**config.mk**
```make
export PLATFORM = sky130hd
export DESIGN_NAME = shield_adc_i2c_readout
export DESIGN_NICKNAME = d
export VERILOG_FILES = /design/src/include/shield_adc_pkg.sv /design/src/include/result_if.sv /design/src/rtl/result_store.sv /design/src/rtl/shield_adc_i2c_readout.sv
export SDC_FILE = /design/constraint.sdc
export NUM_CORES = 1
export LEC_CHECK = 0
export ABC_CLOCK_PERIOD_IN_PS = 6300
export BUFFER_PORTS_ARGS = -buffer_cell sky130_fd_sc_hd__buf_4
export CAP_MARGIN = 10
export CORE_MARGIN = 5
export CORE_UTILIZATION = 59
export DETAILED_ROUTE_END_ITERATION = 7
export GPL_TIMING_DRIVEN = 0
export PLACE_DENSITY_LB_ADDON = 0.08
export REMOVE_ABC_BUFFERS = 1
export SLEW_MARGIN = 25
export SYNTH_ARGS = -nofsm -noshare
export SYNTH_HDL_FRONTEND = slang
export SYNTH_SLANG_ARGS = --single-unit
```
**constraint.sdc**
```tcl
create_clock -name clock_in -period 6.3 [get_ports clock_in]
set_clock_uncertainty 0.15 [all_clocks]
set_input_delay 0.63 -clock clock_in [delete_from_list [all_inputs] [get_ports clock_in]]
set_output_delay 0.63 -clock clock_in [all_outputs]
set_load 0.01 [all_outputs]
```
**src/include/shield_adc_pkg.sv**
```systemverilog
package shield_adc_pkg;

  localparam int CLK_PERIOD_NS = 8;

  localparam logic [6:0] SLAVE_ADDR = 7'h5E;
  localparam int NUM_INPUTS = 6;
  localparam int RESULT_W = 12;
  localparam int BYTE_W = 8;
  localparam int NUM_CONV_PINS = 9;
  localparam int CONV_CH_W = $clog2(NUM_CONV_PINS);

  // Entry i belongs to shield analog input i.
  localparam logic [NUM_INPUTS-1:0][7:0] LOW_OFFSET =
    {8'h2E, 8'h34, 8'h36, 8'h28, 8'h26, 8'h30};
  localparam logic [NUM_INPUTS-1:0][7:0] HIGH_OFFSET =
    {8'h2F, 8'h35, 8'h37, 8'h29, 8'h27, 8'h31};
  localparam logic [NUM_INPUTS-1:0][CONV_CH_W-1:0] CONV_CHANNEL =
    {4'h4, 4'h7, 4'h8, 4'h1, 4'h0, 4'h5};

  localparam logic [RESULT_W-1:0] RESULT_RESET = 12'h000;
  localparam logic [7:0] PTR_RESET = 8'h00;
  localparam logic [7:0] UNMAPPED_DATA = 8'h00;

  // Shortest pulse on SCL or SDA that is taken as a real level change.
  localparam int SPIKE_NS = 50;
  localparam int SPIKE_CYC = (SPIKE_NS + CLK_PERIOD_NS - 1) / CLK_PERIOD_NS;
  // Longest wait for a conversion before the channel is skipped.
  localparam int CONV_TIMEOUT_NS = 10000;
  localparam int CONV_TIMEOUT_CYC = CONV_TIMEOUT_NS / CLK_PERIOD_NS;
  // Gap between the end of one conversion (done or timeout) and the start of the next.
  localparam int SAMPLE_PERIOD_NS = 100000;
  localparam int SAMPLE_PERIOD_CYC = SAMPLE_PERIOD_NS / CLK_PERIOD_NS;

  typedef struct packed {
    logic hit;
    logic hi;
    logic [2:0] idx;
  } reg_sel_s;

  function automatic reg_sel_s reg_decode(input logic [7:0] addr);
    reg_sel_s sel;
    sel = '0;
    for (int i = 0; i < NUM_INPUTS; i++) begin
      if (addr == LOW_OFFSET[i]) begin
        sel.hit = 1'b1;
        sel.hi = 1'b0;
        sel.idx = 3'(i);
      end
      if (addr == HIGH_OFFSET[i]) begin
        sel.hit = 1'b1;
        sel.hi = 1'b1;
        sel.idx = 3'(i);
      end
    end
    return sel;
  endfunction

endpackage

```
**src/include/result_if.sv**
```systemverilog
interface result_if;
  logic we;
  logic [2:0] widx;
  logic [11:0] wdata;
  logic [7:0] raddr;
  logic rd_take;
  logic [7:0] rdata;

  modport writer(output we, output widx, output wdata, output raddr, output rd_take,
                 input rdata);
  modport store(input we, input widx, input wdata, input raddr, input rd_take,
                output rdata);
endinterface

```
**src/rtl/result_store.sv**
```systemverilog
module result_store
  import shield_adc_pkg::*;
(
  input wire logic clock_in,
  input wire logic rst_in,
  result_if.store bus
);

  typedef struct packed {
    logic [NUM_INPUTS-1:0][RESULT_W-1:0] mem;
    logic [7:0] rdata;
    logic shadow_vld;
    logic [2:0] shadow_idx;
    logic [3:0] shadow_nib;
  } store_s;

  store_s s_ff;
  store_s nxt_s;
  reg_sel_s sel;

  assign bus.rdata = s_ff.rdata;

  always_comb begin
    nxt_s = s_ff;
    sel = reg_decode(bus.raddr);
    if (bus.we) begin
      nxt_s.mem[bus.widx] = bus.wdata;
    end
    // Bits above the 12-bit result read as zero in the high byte.
    if (!sel.hit) begin
      nxt_s.rdata = UNMAPPED_DATA;
    end else if (!sel.hi) begin
      nxt_s.rdata = s_ff.mem[sel.idx][7:0];
    end else if (s_ff.shadow_vld && s_ff.shadow_idx == sel.idx) begin
      nxt_s.rdata = {4'h0, s_ff.shadow_nib};
    end else begin
      nxt_s.rdata = {4'h0, s_ff.mem[sel.idx][11:8]};
    end
    // Taking a low byte freezes its upper nibble, so a low-then-high read pair belongs to one
    // conversion when a new one lands between, unless it lands in the two cycles before the take.
    if (bus.rd_take && sel.hit) begin
      if (!sel.hi) begin
        nxt_s.shadow_vld = 1'b1;
        nxt_s.shadow_idx = sel.idx;
        nxt_s.shadow_nib = s_ff.mem[sel.idx][11:8];
      end else begin
        nxt_s.shadow_vld = 1'b0;
      end
    end
  end

  always_ff @(posedge clock_in) begin
    if (rst_in) begin
      s_ff.mem <= {NUM_INPUTS{RESULT_RESET}};
      s_ff.rdata <= UNMAPPED_DATA;
      s_ff.shadow_vld <= 1'b0;
      s_ff.shadow_idx <= 3'h0;
      s_ff.shadow_nib <= 4'h0;
    end else begin
      s_ff <= nxt_s;
    end
  end

endmodule

```
**src/rtl/shield_adc_i2c_readout.sv**
```systemverilog
//Contract
// - Answer as an I2C slave at 7-bit address 0x5E and ignore every other address.
// - Work with the master running SCL at 100 kHz or at 400 kHz.
// - Split each 12-bit result over two adjacent 8-bit registers.
// - Result registers are read-only; a master write never changes a result.
// - Input 0 has bits 7:0 at 0x30 and bits 11:8 in the low nibble of 0x31.
// - Input 1 has its low byte at 0x26 and its upper bits at 0x27.
// - Input 2 has its low byte at 0x28 and its upper bits at 0x29.
// - Input 3 has its low byte at 0x36 and its upper bits at 0x37.
// - Input 4 has its low byte at 0x34 and its upper bits at 0x35.
// - Input 5 has its low byte at 0x2E and its upper bits at 0x2F.
// - Inputs 0, 1 and 2 are sampled on converter channels 5, 0 and 1.
// - Inputs 3, 4 and 5 are sampled on converter channels 8, 7 and 4.
// - The converter has nine pins, six for the shield and three for current sensing.
module shield_adc_i2c_readout
  import shield_adc_pkg::*;
#(
  parameter int SAMPLE_PERIOD = SAMPLE_PERIOD_CYC
)
(
  input wire logic clock_in,
  input wire logic rst_in,
  input wire logic scl_in,
  input wire logic sda_in,
  output logic sda_out,
  output logic sda_oe_out,
  output logic conv_start_out,
  output logic [shield_adc_pkg::CONV_CH_W-1:0] conv_channel_out,
  input wire logic conv_done_in,
  input wire logic [shield_adc_pkg::RESULT_W-1:0] conv_data_in
);

  ////////////////////////////////////////////////////////////////////////////

  typedef enum logic [3:0] {
    I2C_IDLE = 4'h0,
    I2C_ADDR = 4'h1,
    I2C_ADDR_ACK = 4'h2,
    I2C_PTR = 4'h3,
    I2C_PTR_ACK = 4'h4,
    I2C_WDATA = 4'h5,
    I2C_WDATA_ACK = 4'h6,
    I2C_RDATA = 4'h7,
    I2C_RACK = 4'h8
  } i2c_e;

  typedef enum logic [1:0] {
    CONV_GAP = 2'h0,
    CONV_REQ = 2'h1,
    CONV_WAIT = 2'h2
  } conv_e;

  localparam int GAP_W = $clog2(SAMPLE_PERIOD + 1);
  localparam int TMO_W = $clog2(CONV_TIMEOUT_CYC + 1);
  localparam int SPK_W = $clog2(SPIKE_CYC + 1);

  typedef struct packed {
    logic [1:0] sync_a;
    logic [1:0] sync_b;
    logic [1:0] filt;
    logic [1:0][SPK_W-1:0] fcnt;
    logic scl_d;
    logic sda_d;
    i2c_e st;
    logic [7:0] shreg;
    logic [3:0] bitcnt;
    logic rnw;
    logic nack;
    logic [7:0] ptr;
    logic drive_low;
    logic rd_take;
    conv_e cst;
    logic [2:0] in_idx;
    logic [GAP_W-1:0] gap_cnt;
    logic [TMO_W-1:0] tmo_cnt;
    logic conv_start;
    logic [CONV_CH_W-1:0] conv_ch;
    logic we;
    logic [2:0] widx;
    logic [RESULT_W-1:0] wdata;
  } state_s;

  state_s s_ff;
  state_s nxt_s;
  result_if res();

  logic scl;
  logic sda;
  logic scl_rise;
  logic scl_fall;
  logic start_seen;
  logic stop_seen;

  ////////////////////////////////////////////////////////////////////////////

  result_store u_store (
    .clock_in(clock_in),
    .rst_in(rst_in),
    .bus(res.store)
  );

  assign res.we = s_ff.we;
  assign res.widx = s_ff.widx;
  assign res.wdata = s_ff.wdata;
  assign res.raddr = s_ff.ptr;
  assign res.rd_take = s_ff.rd_take;

  // The line is open drain: the pin is only ever pulled low.
  assign sda_out = 1'b0;
  assign sda_oe_out = s_ff.drive_low;
  assign conv_start_out = s_ff.conv_start;
  assign conv_channel_out = s_ff.conv_ch;

  // Edges are found on the filtered levels; sync_a/sync_b bit 0 feeds bit 1 only.
  assign scl = s_ff.filt[0];
  assign sda = s_ff.filt[1];
  assign scl_rise = scl && !s_ff.scl_d;
  assign scl_fall = !scl && s_ff.scl_d;
  assign start_seen = scl && s_ff.scl_d && s_ff.sda_d && !sda;
  assign stop_seen = scl && s_ff.scl_d && !s_ff.sda_d && sda;

  ////////////////////////////////////////////////////////////////////////////

  always_comb begin
    logic [1:0] synced;
    synced = 2'b00;
    nxt_s = s_ff;
    nxt_s.rd_take = 1'b0;
    nxt_s.we = 1'b0;
    nxt_s.conv_start = 1'b0;

    // Two flip-flops per pin, then a spike filter. At 125 MHz a 400 kHz
    // SCL half period is over 150 cycles, so the 7-cycle filter and the
    // sync delay cost nothing at either rate.
    nxt_s.sync_a = {s_ff.sync_a[0], scl_in};
    nxt_s.sync_b = {s_ff.sync_b[0], sda_in};
    synced = {s_ff.sync_b[1], s_ff.sync_a[1]};
    for (int i = 0; i < 2; i++) begin
      if (synced[i] == s_ff.filt[i]) begin
        nxt_s.fcnt[i] = '0;
      end else if (s_ff.fcnt[i] == SPK_W'(SPIKE_CYC - 1)) begin
        nxt_s.fcnt[i] = '0;
        nxt_s.filt[i] = synced[i];
      end else begin
        nxt_s.fcnt[i] = s_ff.fcnt[i] + SPK_W'(1);
      end
    end
    nxt_s.scl_d = scl;
    nxt_s.sda_d = sda;

    //////////////////////////////////////////////////////////////////////////

    if (start_seen) begin
      // A repeated start keeps the pointer for the read that follows.
      nxt_s.st = I2C_ADDR;
      nxt_s.bitcnt = 4'h0;
      nxt_s.drive_low = 1'b0;
    end else if (stop_seen) begin
      nxt_s.st = I2C_IDLE;
      nxt_s.drive_low = 1'b0;
    end else begin
      unique case (s_ff.st)
        I2C_IDLE: begin
          nxt_s.drive_low = 1'b0;
        end
        I2C_ADDR, I2C_PTR, I2C_WDATA: begin
          if (scl_rise && s_ff.bitcnt < 4'h8) begin
            nxt_s.shreg = {s_ff.shreg[6:0], sda};
            nxt_s.bitcnt = s_ff.bitcnt + 4'h1;
          end
          if (scl_fall && s_ff.bitcnt == 4'h8) begin
            nxt_s.bitcnt = 4'h0;
            if (s_ff.st == I2C_ADDR) begin
              if (s_ff.shreg[7:1] == SLAVE_ADDR) begin
                nxt_s.drive_low = 1'b1;
                nxt_s.rnw = s_ff.shreg[0];
                nxt_s.st = I2C_ADDR_ACK;
              end else begin
                nxt_s.st = I2C_IDLE;
              end
            end else if (s_ff.st == I2C_PTR) begin
              nxt_s.ptr = s_ff.shreg;
              nxt_s.drive_low = 1'b1;
              nxt_s.st = I2C_PTR_ACK;
            end else begin
              // Written data is acked to keep the bus moving, then dropped.
              nxt_s.drive_low = 1'b1;
              nxt_s.st = I2C_WDATA_ACK;
            end
          end
        end
        I2C_ADDR_ACK: begin
          if (scl_fall) begin
            if (s_ff.rnw) begin
              nxt_s.shreg = res.rdata;
              nxt_s.rd_take = 1'b1;
              nxt_s.drive_low = !res.rdata[7];
              nxt_s.st = I2C_RDATA;
            end else begin
              nxt_s.drive_low = 1'b0;
              nxt_s.st = I2C_PTR;
            end
          end
        end
        I2C_PTR_ACK, I2C_WDATA_ACK: begin
          if (scl_fall) begin
            nxt_s.drive_low = 1'b0;
            nxt_s.st = I2C_WDATA;
          end
        end
        I2C_RDATA: begin
          if (scl_fall) begin
            if (s_ff.bitcnt == 4'h7) begin
              nxt_s.bitcnt = 4'h0;
              nxt_s.drive_low = 1'b0;
              nxt_s.ptr = s_ff.ptr + 8'h01;
              nxt_s.st = I2C_RACK;
            end else begin
              nxt_s.bitcnt = s_ff.bitcnt + 4'h1;
              nxt_s.shreg = {s_ff.shreg[6:0], 1'b0};
              nxt_s.drive_low = !s_ff.shreg[6];
            end
          end
        end
        I2C_RACK: begin
          if (scl_rise) begin
            nxt_s.nack = sda;
          end
          if (scl_fall) begin
            if (!s_ff.nack) begin
              // The pointer moved a full SCL period ago, so the store's
              // registered read data already shows the next byte.
              nxt_s.shreg = res.rdata;
              nxt_s.rd_take = 1'b1;
              nxt_s.drive_low = !res.rdata[7];
              nxt_s.st = I2C_RDATA;
            end else begin
              nxt_s.st = I2C_IDLE;
            end
          end
        end
        default: begin
          nxt_s.st = I2C_IDLE;
          nxt_s.drive_low = 1'b0;
        end
      endcase
    end

    //////////////////////////////////////////////////////////////////////////

    // Only the six shield channels are scanned; the three current-sense
    // pins of the converter are left to other logic.
    unique case (s_ff.cst)
      CONV_GAP: begin
        if (s_ff.gap_cnt == '0) begin
          nxt_s.cst = CONV_REQ;
        end else begin
          nxt_s.gap_cnt = s_ff.gap_cnt - GAP_W'(1);
        end
      end
      CONV_REQ: begin
        nxt_s.conv_start = 1'b1;
        nxt_s.conv_ch = CONV_CHANNEL[s_ff.in_idx];
        nxt_s.tmo_cnt = TMO_W'(CONV_TIMEOUT_CYC - 1);
        nxt_s.cst = CONV_WAIT;
      end
      CONV_WAIT: begin
        if (conv_done_in || s_ff.tmo_cnt == '0) begin
          // A timed-out channel keeps its last good result.
          nxt_s.we = conv_done_in;
          nxt_s.widx = s_ff.in_idx;
          nxt_s.wdata = conv_data_in;
          nxt_s.in_idx = (s_ff.in_idx == 3'(NUM_INPUTS - 1)) ? 3'h0 : s_ff.in_idx + 3'h1;
          nxt_s.gap_cnt = GAP_W'(SAMPLE_PERIOD - 1);
          nxt_s.cst = CONV_GAP;
        end else begin
          nxt_s.tmo_cnt = s_ff.tmo_cnt - TMO_W'(1);
        end
      end
      default: begin
        nxt_s.cst = CONV_GAP;
      end
    endcase
  end

  ////////////////////////////////////////////////////////////////////////////

  always_ff @(posedge clock_in) begin
    if (rst_in) begin
      s_ff <= '0;
      s_ff.sync_a <= 2'b11;
      s_ff.sync_b <= 2'b11;
      s_ff.filt <= 2'b11;
      s_ff.scl_d <= 1'b1;
      s_ff.sda_d <= 1'b1;
      s_ff.st <= I2C_IDLE;
      s_ff.ptr <= PTR_RESET;
      s_ff.cst <= CONV_REQ;
    end else begin
      s_ff <= nxt_s;
    end
  end

endmodule

```
# Word-level counts from Yosys, hierarchy flattened
# Memory sizes are Yosys's and may differ from the RTL's. A register that Yosys moved wholly into a read port is not among the register bits.
# Cells that the tools add are included.
# op_classes
bitwise	9
reduce_logical	50
mul	0
n_addsub	7
n_mux	73
n_div	0
n_shift	0
eq_ne	56
order_cmp	5
# ops
cell	n
8-bit by 6-bit equality test with 1-bit output, second input constant	12
72-bit bitwise mux	1
5-bit 2-to-1 mux	14
12-bit 2-to-1 mux	5
8-bit 2-to-1 mux	7
12-bit binary-select mux with 3-bit select	1
12-bit demux with 3-bit select	1
2-bit != test, second input constant	16
8-bit one-hot mux with 4 select lines	1
4-bit 2-to-1 mux	7
14-bit one-hot mux with 2 select lines	1
4-bit != test, second input constant	6
4-bit one-hot mux with 6 select lines	1
11-bit one-hot mux with 2 select lines	1
7-bit AND reduction	3
4-bit by 3-bit equality test with 1-bit output, second input constant	5
19-bit 2-to-1 mux	1
9-bit 2-to-1 mux	2
16-bit 2-to-1 mux	1
8-bit one-hot mux with 2 select lines	1
3-bit 2-to-1 mux	5
3-bit OR reduction	5
14-bit zero test	1
14-bit 2-to-1 mux	1
41 further kinds	101
# word_totals
n_memories	1
rom_bits	32
inputBits	17
word_cells	237
latch_bits	0
mem_bits_rw	0
output_inout_bits	7
register_bits	181
# mem_list
memory	depth	width	read_ports	rd_ports_with_merged_regs	wr	line_no	source
(no name shown)	8	4	1	1	0	shield_adc_i2c_readout.sv:263	nxt_s.conv_ch = CONV_CHANNEL[s_ff.in_idx];

# Logic depth before layout (Yosys ltp)
# depth
word_depth	17
ltp_mapped	12
mapped_depth_nobuf	8

# Modules after synthesis
# Synthesis repeated with hierarchy kept, for this count alone.
# unflattened
hier_cells	1104
hier_area_um2	8792.2
# by_module_without_submodules
mod	seq_area_each_um2	n_inst	area_each_um2	cells_each
shield_adc_i2c_readout	1941.9	1	4755.8	578
result_store	1761.7	1	4036.4	526

# Worst setup path after synthesis
# OpenSTA, ideal clock, no wires.
# synth_path
path_kind	reg-to-reg
start	register s_ff (netlist bit res.raddr[1])
end	register u_store.bus.rdata[2] (netlist name)
arrival_ns	2.347
path_stages_with_launch	10
slack_ns	3.686
setup_ns	0.116
required_time_ns	6.034
n_path_buf	1
synth_period_minus_slack_ns	2.614
path_cell_list	dfxtp_1 inv_1 ha_1 or2_1 buf_6 a22o_4 a2111oi_4 o311ai_4 or3_1 and4_1
# synth_between
elab_chain_cells	16
word_cells_on_any_way	32
cone_classes	eq/ne: 13; mux: 16; bitwise: 1; reduce/logical: 2
# synth_lines
element	line_no	source
start: declaration	shield_adc_i2c_readout.sv:83	state_s s_ff;
start signal: assignment	shield_adc_i2c_readout.sv:300	s_ff <= nxt_s;
8-bit by 6-bit equality test with 1-bit output	shield_adc_pkg.sv:49	if (addr == HIGH_OFFSET[i]) begin
5-bit 2-to-1 mux	shield_adc_pkg.sv:49	
5-bit 2-to-1 mux	shield_adc_pkg.sv:44	if (addr == LOW_OFFSET[i]) begin
5-bit 2-to-1 mux	shield_adc_pkg.sv:49	
5-bit 2-to-1 mux	shield_adc_pkg.sv:44	
5-bit 2-to-1 mux	shield_adc_pkg.sv:49	
5-bit 2-to-1 mux	shield_adc_pkg.sv:44	
5-bit 2-to-1 mux	shield_adc_pkg.sv:49	
5-bit 2-to-1 mux	shield_adc_pkg.sv:44	
5-bit 2-to-1 mux	shield_adc_pkg.sv:49	
5-bit 2-to-1 mux	shield_adc_pkg.sv:44	
5-bit 2-to-1 mux (*)	shield_adc_pkg.sv:49	
12-bit binary-select mux with 3-bit select or 3-bit equality test (tied branches)	result_store.sv:33, result_store.sv:37, result_store.sv:34	
12-bit 2-to-1 mux (implied by the code) or 1-bit logical AND (tied branches)	result_store.sv:37, result_store.sv:34	
4-bit 2-to-1 mux	result_store.sv:34	end else if (s_ff.shadow_vld && s_ff.shadow_idx == sel.idx) begin
8-bit 2-to-1 mux	result_store.sv:32	end else if (!sel.hi) begin
# Every way passes the cells marked *; elsewhere a longest branch is shown, timed or not. The select of a mux whose other input is x is not followed.
# A chain may end at the register's enable or synchronous reset.

# Final worst setup path
# layout_path
start	register s_ff (netlist bit res.raddr[0])
end	register u_store.bus.rdata[0] (netlist name)
# layout_between
elab_chain_cells	16
word_cells_on_any_way	32
cone_classes	eq/ne: 13; mux: 16; bitwise: 1; reduce/logical: 2
# layout_lines
element	line_no
8-bit by 6-bit equality test with 1-bit output	shield_adc_pkg.sv:49
5-bit 2-to-1 mux	shield_adc_pkg.sv:49
5-bit 2-to-1 mux	shield_adc_pkg.sv:44
5-bit 2-to-1 mux	shield_adc_pkg.sv:49
5-bit 2-to-1 mux	shield_adc_pkg.sv:44
5-bit 2-to-1 mux	shield_adc_pkg.sv:49
5-bit 2-to-1 mux	shield_adc_pkg.sv:44
5-bit 2-to-1 mux	shield_adc_pkg.sv:49
5-bit 2-to-1 mux	shield_adc_pkg.sv:44
5-bit 2-to-1 mux	shield_adc_pkg.sv:49
5-bit 2-to-1 mux	shield_adc_pkg.sv:44
5-bit 2-to-1 mux (*)	shield_adc_pkg.sv:49
12-bit binary-select mux with 3-bit select or 3-bit equality test (tied branches)	result_store.sv:33, result_store.sv:37, result_store.sv:34
12-bit 2-to-1 mux (implied by the code) or 1-bit logical AND (tied branches)	result_store.sv:37, result_store.sv:34
4-bit 2-to-1 mux	result_store.sv:34
8-bit 2-to-1 mux	result_store.sv:32
# Marks and branches as above.

==> impl_metrics.toml <==
[timing]
fin_crit_sh = 0.503
hold_violations = 0
maxSlewViolCount = 0
rsz0062_at_grt = "no"
min_period_ns = 3.17
worst_slew_pin_slew_ns = 0.938
setup_viol = 0
fmax_mhz = 315
tns_ns = 0
slew-limit-headroom = 0.374
finalWorstSetupSlack_ns = 3.13

[placed_design]
gp_congestion = 0.853
dp_slack_ns = 3.20
portBuffers = 22
place.detailed.hpwl_mm = 12.9
dp.cells = 1202

[floorplan]
die_w_um = 132
core_um2 = 14500
pin_count = 24
num_rows = 44
die_area_um2 = 17400
start_util = 0.604
die_y_um = 132

[synthesis]
ys_ff_latch = 185
ys_top_cells_by_area = "dfxtp_1 42%, nand2_1 9.8%, a21oi_1 7.0%"
syn_inst = 1064
ys_async_sr_fraction = 0
netlist_area_um2 = 8770
synth.yosys.seq_area_share = 0.422
avgSynthCellArea_um2 = 8.25
synth_top_cell_by_area = "dfxtp_1"
synth_ff_type = "dfxtp_1"
synth_top_area_frac = 0.422
synth_edf_count = 0
synth.most_common_cell = "nand2_1"
yosysWarningCount = 0
synth.distinct_cells = 91
yosys-top-cells-count = "230 x nand2_1, 185 x dfxtp_1, 122 x a21oi_1, 82 x nor2_1, 43 x clkbuf_1"

[worst_setup_path]
critPathArrivalTime_ns = 3.35
timing.critical_path.cells = "ha_1, or2_1, and3_2, mux2i_1, a221oi_1, mux2i_1, o2bb2ai_1"
critPathKind = "flop to flop"
critPathCaptureType = "flop"
critPathBufInv = 0
required_ns = 6.48
cp_max_fo = 24
rrSetupSlack_ns = 3.13
critPathMaxStageDelay_ns = 0.72
critPathLaunchType = "flop"
crit_slowest_cell = "and3_2"
critical_path.top_delay_family = "simple AND/OR/NAND/NOR gates"
crit_path_frequent_cell = "mux2i_1"

[finish]
fillers = 1294
nets = 1066
final-instance-count-excl-fill = 1234
regArea_um2 = 3700
syn2layout_area_growth_pct = 7.90
utilization = 0.651
diodes = 0
multi_input_area_um2 = 4680
drive_gt1_frac = 0.0905

[flow_run]
cap_violations = 0

[pwr]
power_density_nw_per_um2 = 296
p_leak_nw = 3.28
total_power_mw = 2.80
peakVddDrop_uv = 298

[route]
via_per_inst = 5.88
routedWlPerCell_um = 15.8
drt_iter0_markers = 625
drtPass1Iterations = 6
vias = 7254
wl_mm = 19.6
drc = 0
ant_nets = 0

[hold_path]
hold_class = "primary input to flop"

[clock_tree]
cts_tree = "yes"
h-tree-depth = 4
ctsLongestPathBuffers = 2
clk_pin_slew_ns = 0.07
cts_root_buffer = "clkbuf_16"
clk_latency_ns = 0.43
cts_buffers = 17
ctsResizeCount = 0
holdBufCountCts = 0
postCtsSetupRepairBufs = 0
clock-sinks = 185

[global_routing]
grt_max_degree = 88
grt_usage = 0.225
overflow = 0
antenna_found_initial = 0
grt_first_pass_wirelength_mm = 33.2
grt_pass1_vias = 6686

[status]
status = "finished, final reports clean"
==> path summary, 6_finish.rpt <==
path                            depth (start not counted)              endpoint          from
worst max-delay path                                    7  u_store.bus.rdata[0]  res.raddr[0]
worst min-delay path                                    2             nxt_s[90]        sda_in
worst max register to register                          7  u_store.bus.rdata[0]  res.raddr[0]
worst min register to register                          1              s_ff[92]     nxt_s[92]
==> logic make-up (layout without fill, tap and decap cells) <==
logic type	count (synthesis)	after routing	share of synthesized area
AO/OA/AOI/OAI	245	245	0.188
XOR/XNOR	19	19	0.0190
adder cells (fa/ha/maj)	12	12	0.0171
buffers and inverters	86	72	0.0455
flip-flops	185	185	0.422
multiplexers	44	44	0.0520
other	1	1	0.000427
AND/OR/NAND/NOR	472	472	0.256
==> power breakdown <==
group	leakage (nW)	switching (mW)	internal, mW
Combinational	1.49	0.231	0.185
Sequential	1.50	0.0753	1.24
Clock	0.289	0.477	0.599
Total	3.28	0.783	2.02
==> per-stage QoR <==
step / hold slack [ns] / cell area (um2)
global route: 0.230 / 9470
CTS: 0.225 / 9470
finish: 0.238 / 9470
global placement: 0.245 / 8830
floorplan: 0.239 / 8440
detailed placement: 0.247 / 8880
==> cell type report <==
cell class,count,area share
Multi-Input combinational cell,793,0.494
Sequential cell,185,0.391
Clock buffer,19,0.0457
Tap cell,184,0.0243
Timing Repair Buffer,23,0.0211
Clock inverter,13,0.0168
Inverter,17,0.00674
==> worst register-to-register path, stage by stage (launching register included) <==
cell and delay, ns:
dfxtp_1 0.43, ha_1 0.29, or2_1 0.38, and3_2 0.72, mux2i_1 0.25, a221oi_1 0.45
mux2i_1 0.17, o2bb2ai_1 0.25
==> routing by layer <==
layer  GRT usage  up-vias  share of wire
li1            -     3664              -
met1       0.318     3399           0.48
met4      0.0657        0          0.015
met2       0.352      169           0.45
met5           0        -              0
met3      0.0443       22          0.052
==> placed cells by master, fill, tap and decap left out, types with 4 or more instances in the layout <==
| master | n |
|---|---|
| nand4b_1 | 5 |
| xnor2_1 | 7 |
| buf_4 | 21 |
| a211oi_1 | 18 |
| and2_1 | 5 |
| o22ai_1 | 10 |
| or2_2 | 9 |
| a211o_1 | 4 |
| ha_1 | 12 |
| a22oi_1 | 6 |
| nor2_1 | 82 |
| a221oi_1 | 5 |
| o21ai_0 | 19 |
| nand2b_1 | 16 |
| nand3b_1 | 4 |
| inv_1 | 17 |
| mux2i_1 | 40 |
| dfxtp_1 | 185 |
| inv_6 | 4 |
| and3_1 | 9 |
| o211ai_1 | 6 |
| a21oi_1 | 122 |
| nand3_1 | 29 |
| or4_1 | 5 |
| nor3_1 | 20 |
| a311oi_1 | 5 |
| nand2_1 | 230 |
| clkbuf_16 | 17 |
| nand4_1 | 6 |
| nor2b_1 | 8 |
| nor3b_1 | 7 |
| o31ai_1 | 4 |
| xor2_1 | 12 |
| or3_1 | 8 |
| a21boi_0 | 4 |
==> sequential cells by signal, indices dropped and copies added, names as in the netlist, named ones only <==
signal and cells:
sda_oe_out 1, res.wdata 12, res.rd_take 1, u_store.s_ff 80
u_store.bus.rdata 8, conv_start_out 1, res.raddr 8, res.widx 3
res.we 1, nxt_s 4, conv_channel_out 4, s_ff 58
Note: power is estimated with default switching activity, not from simulation.
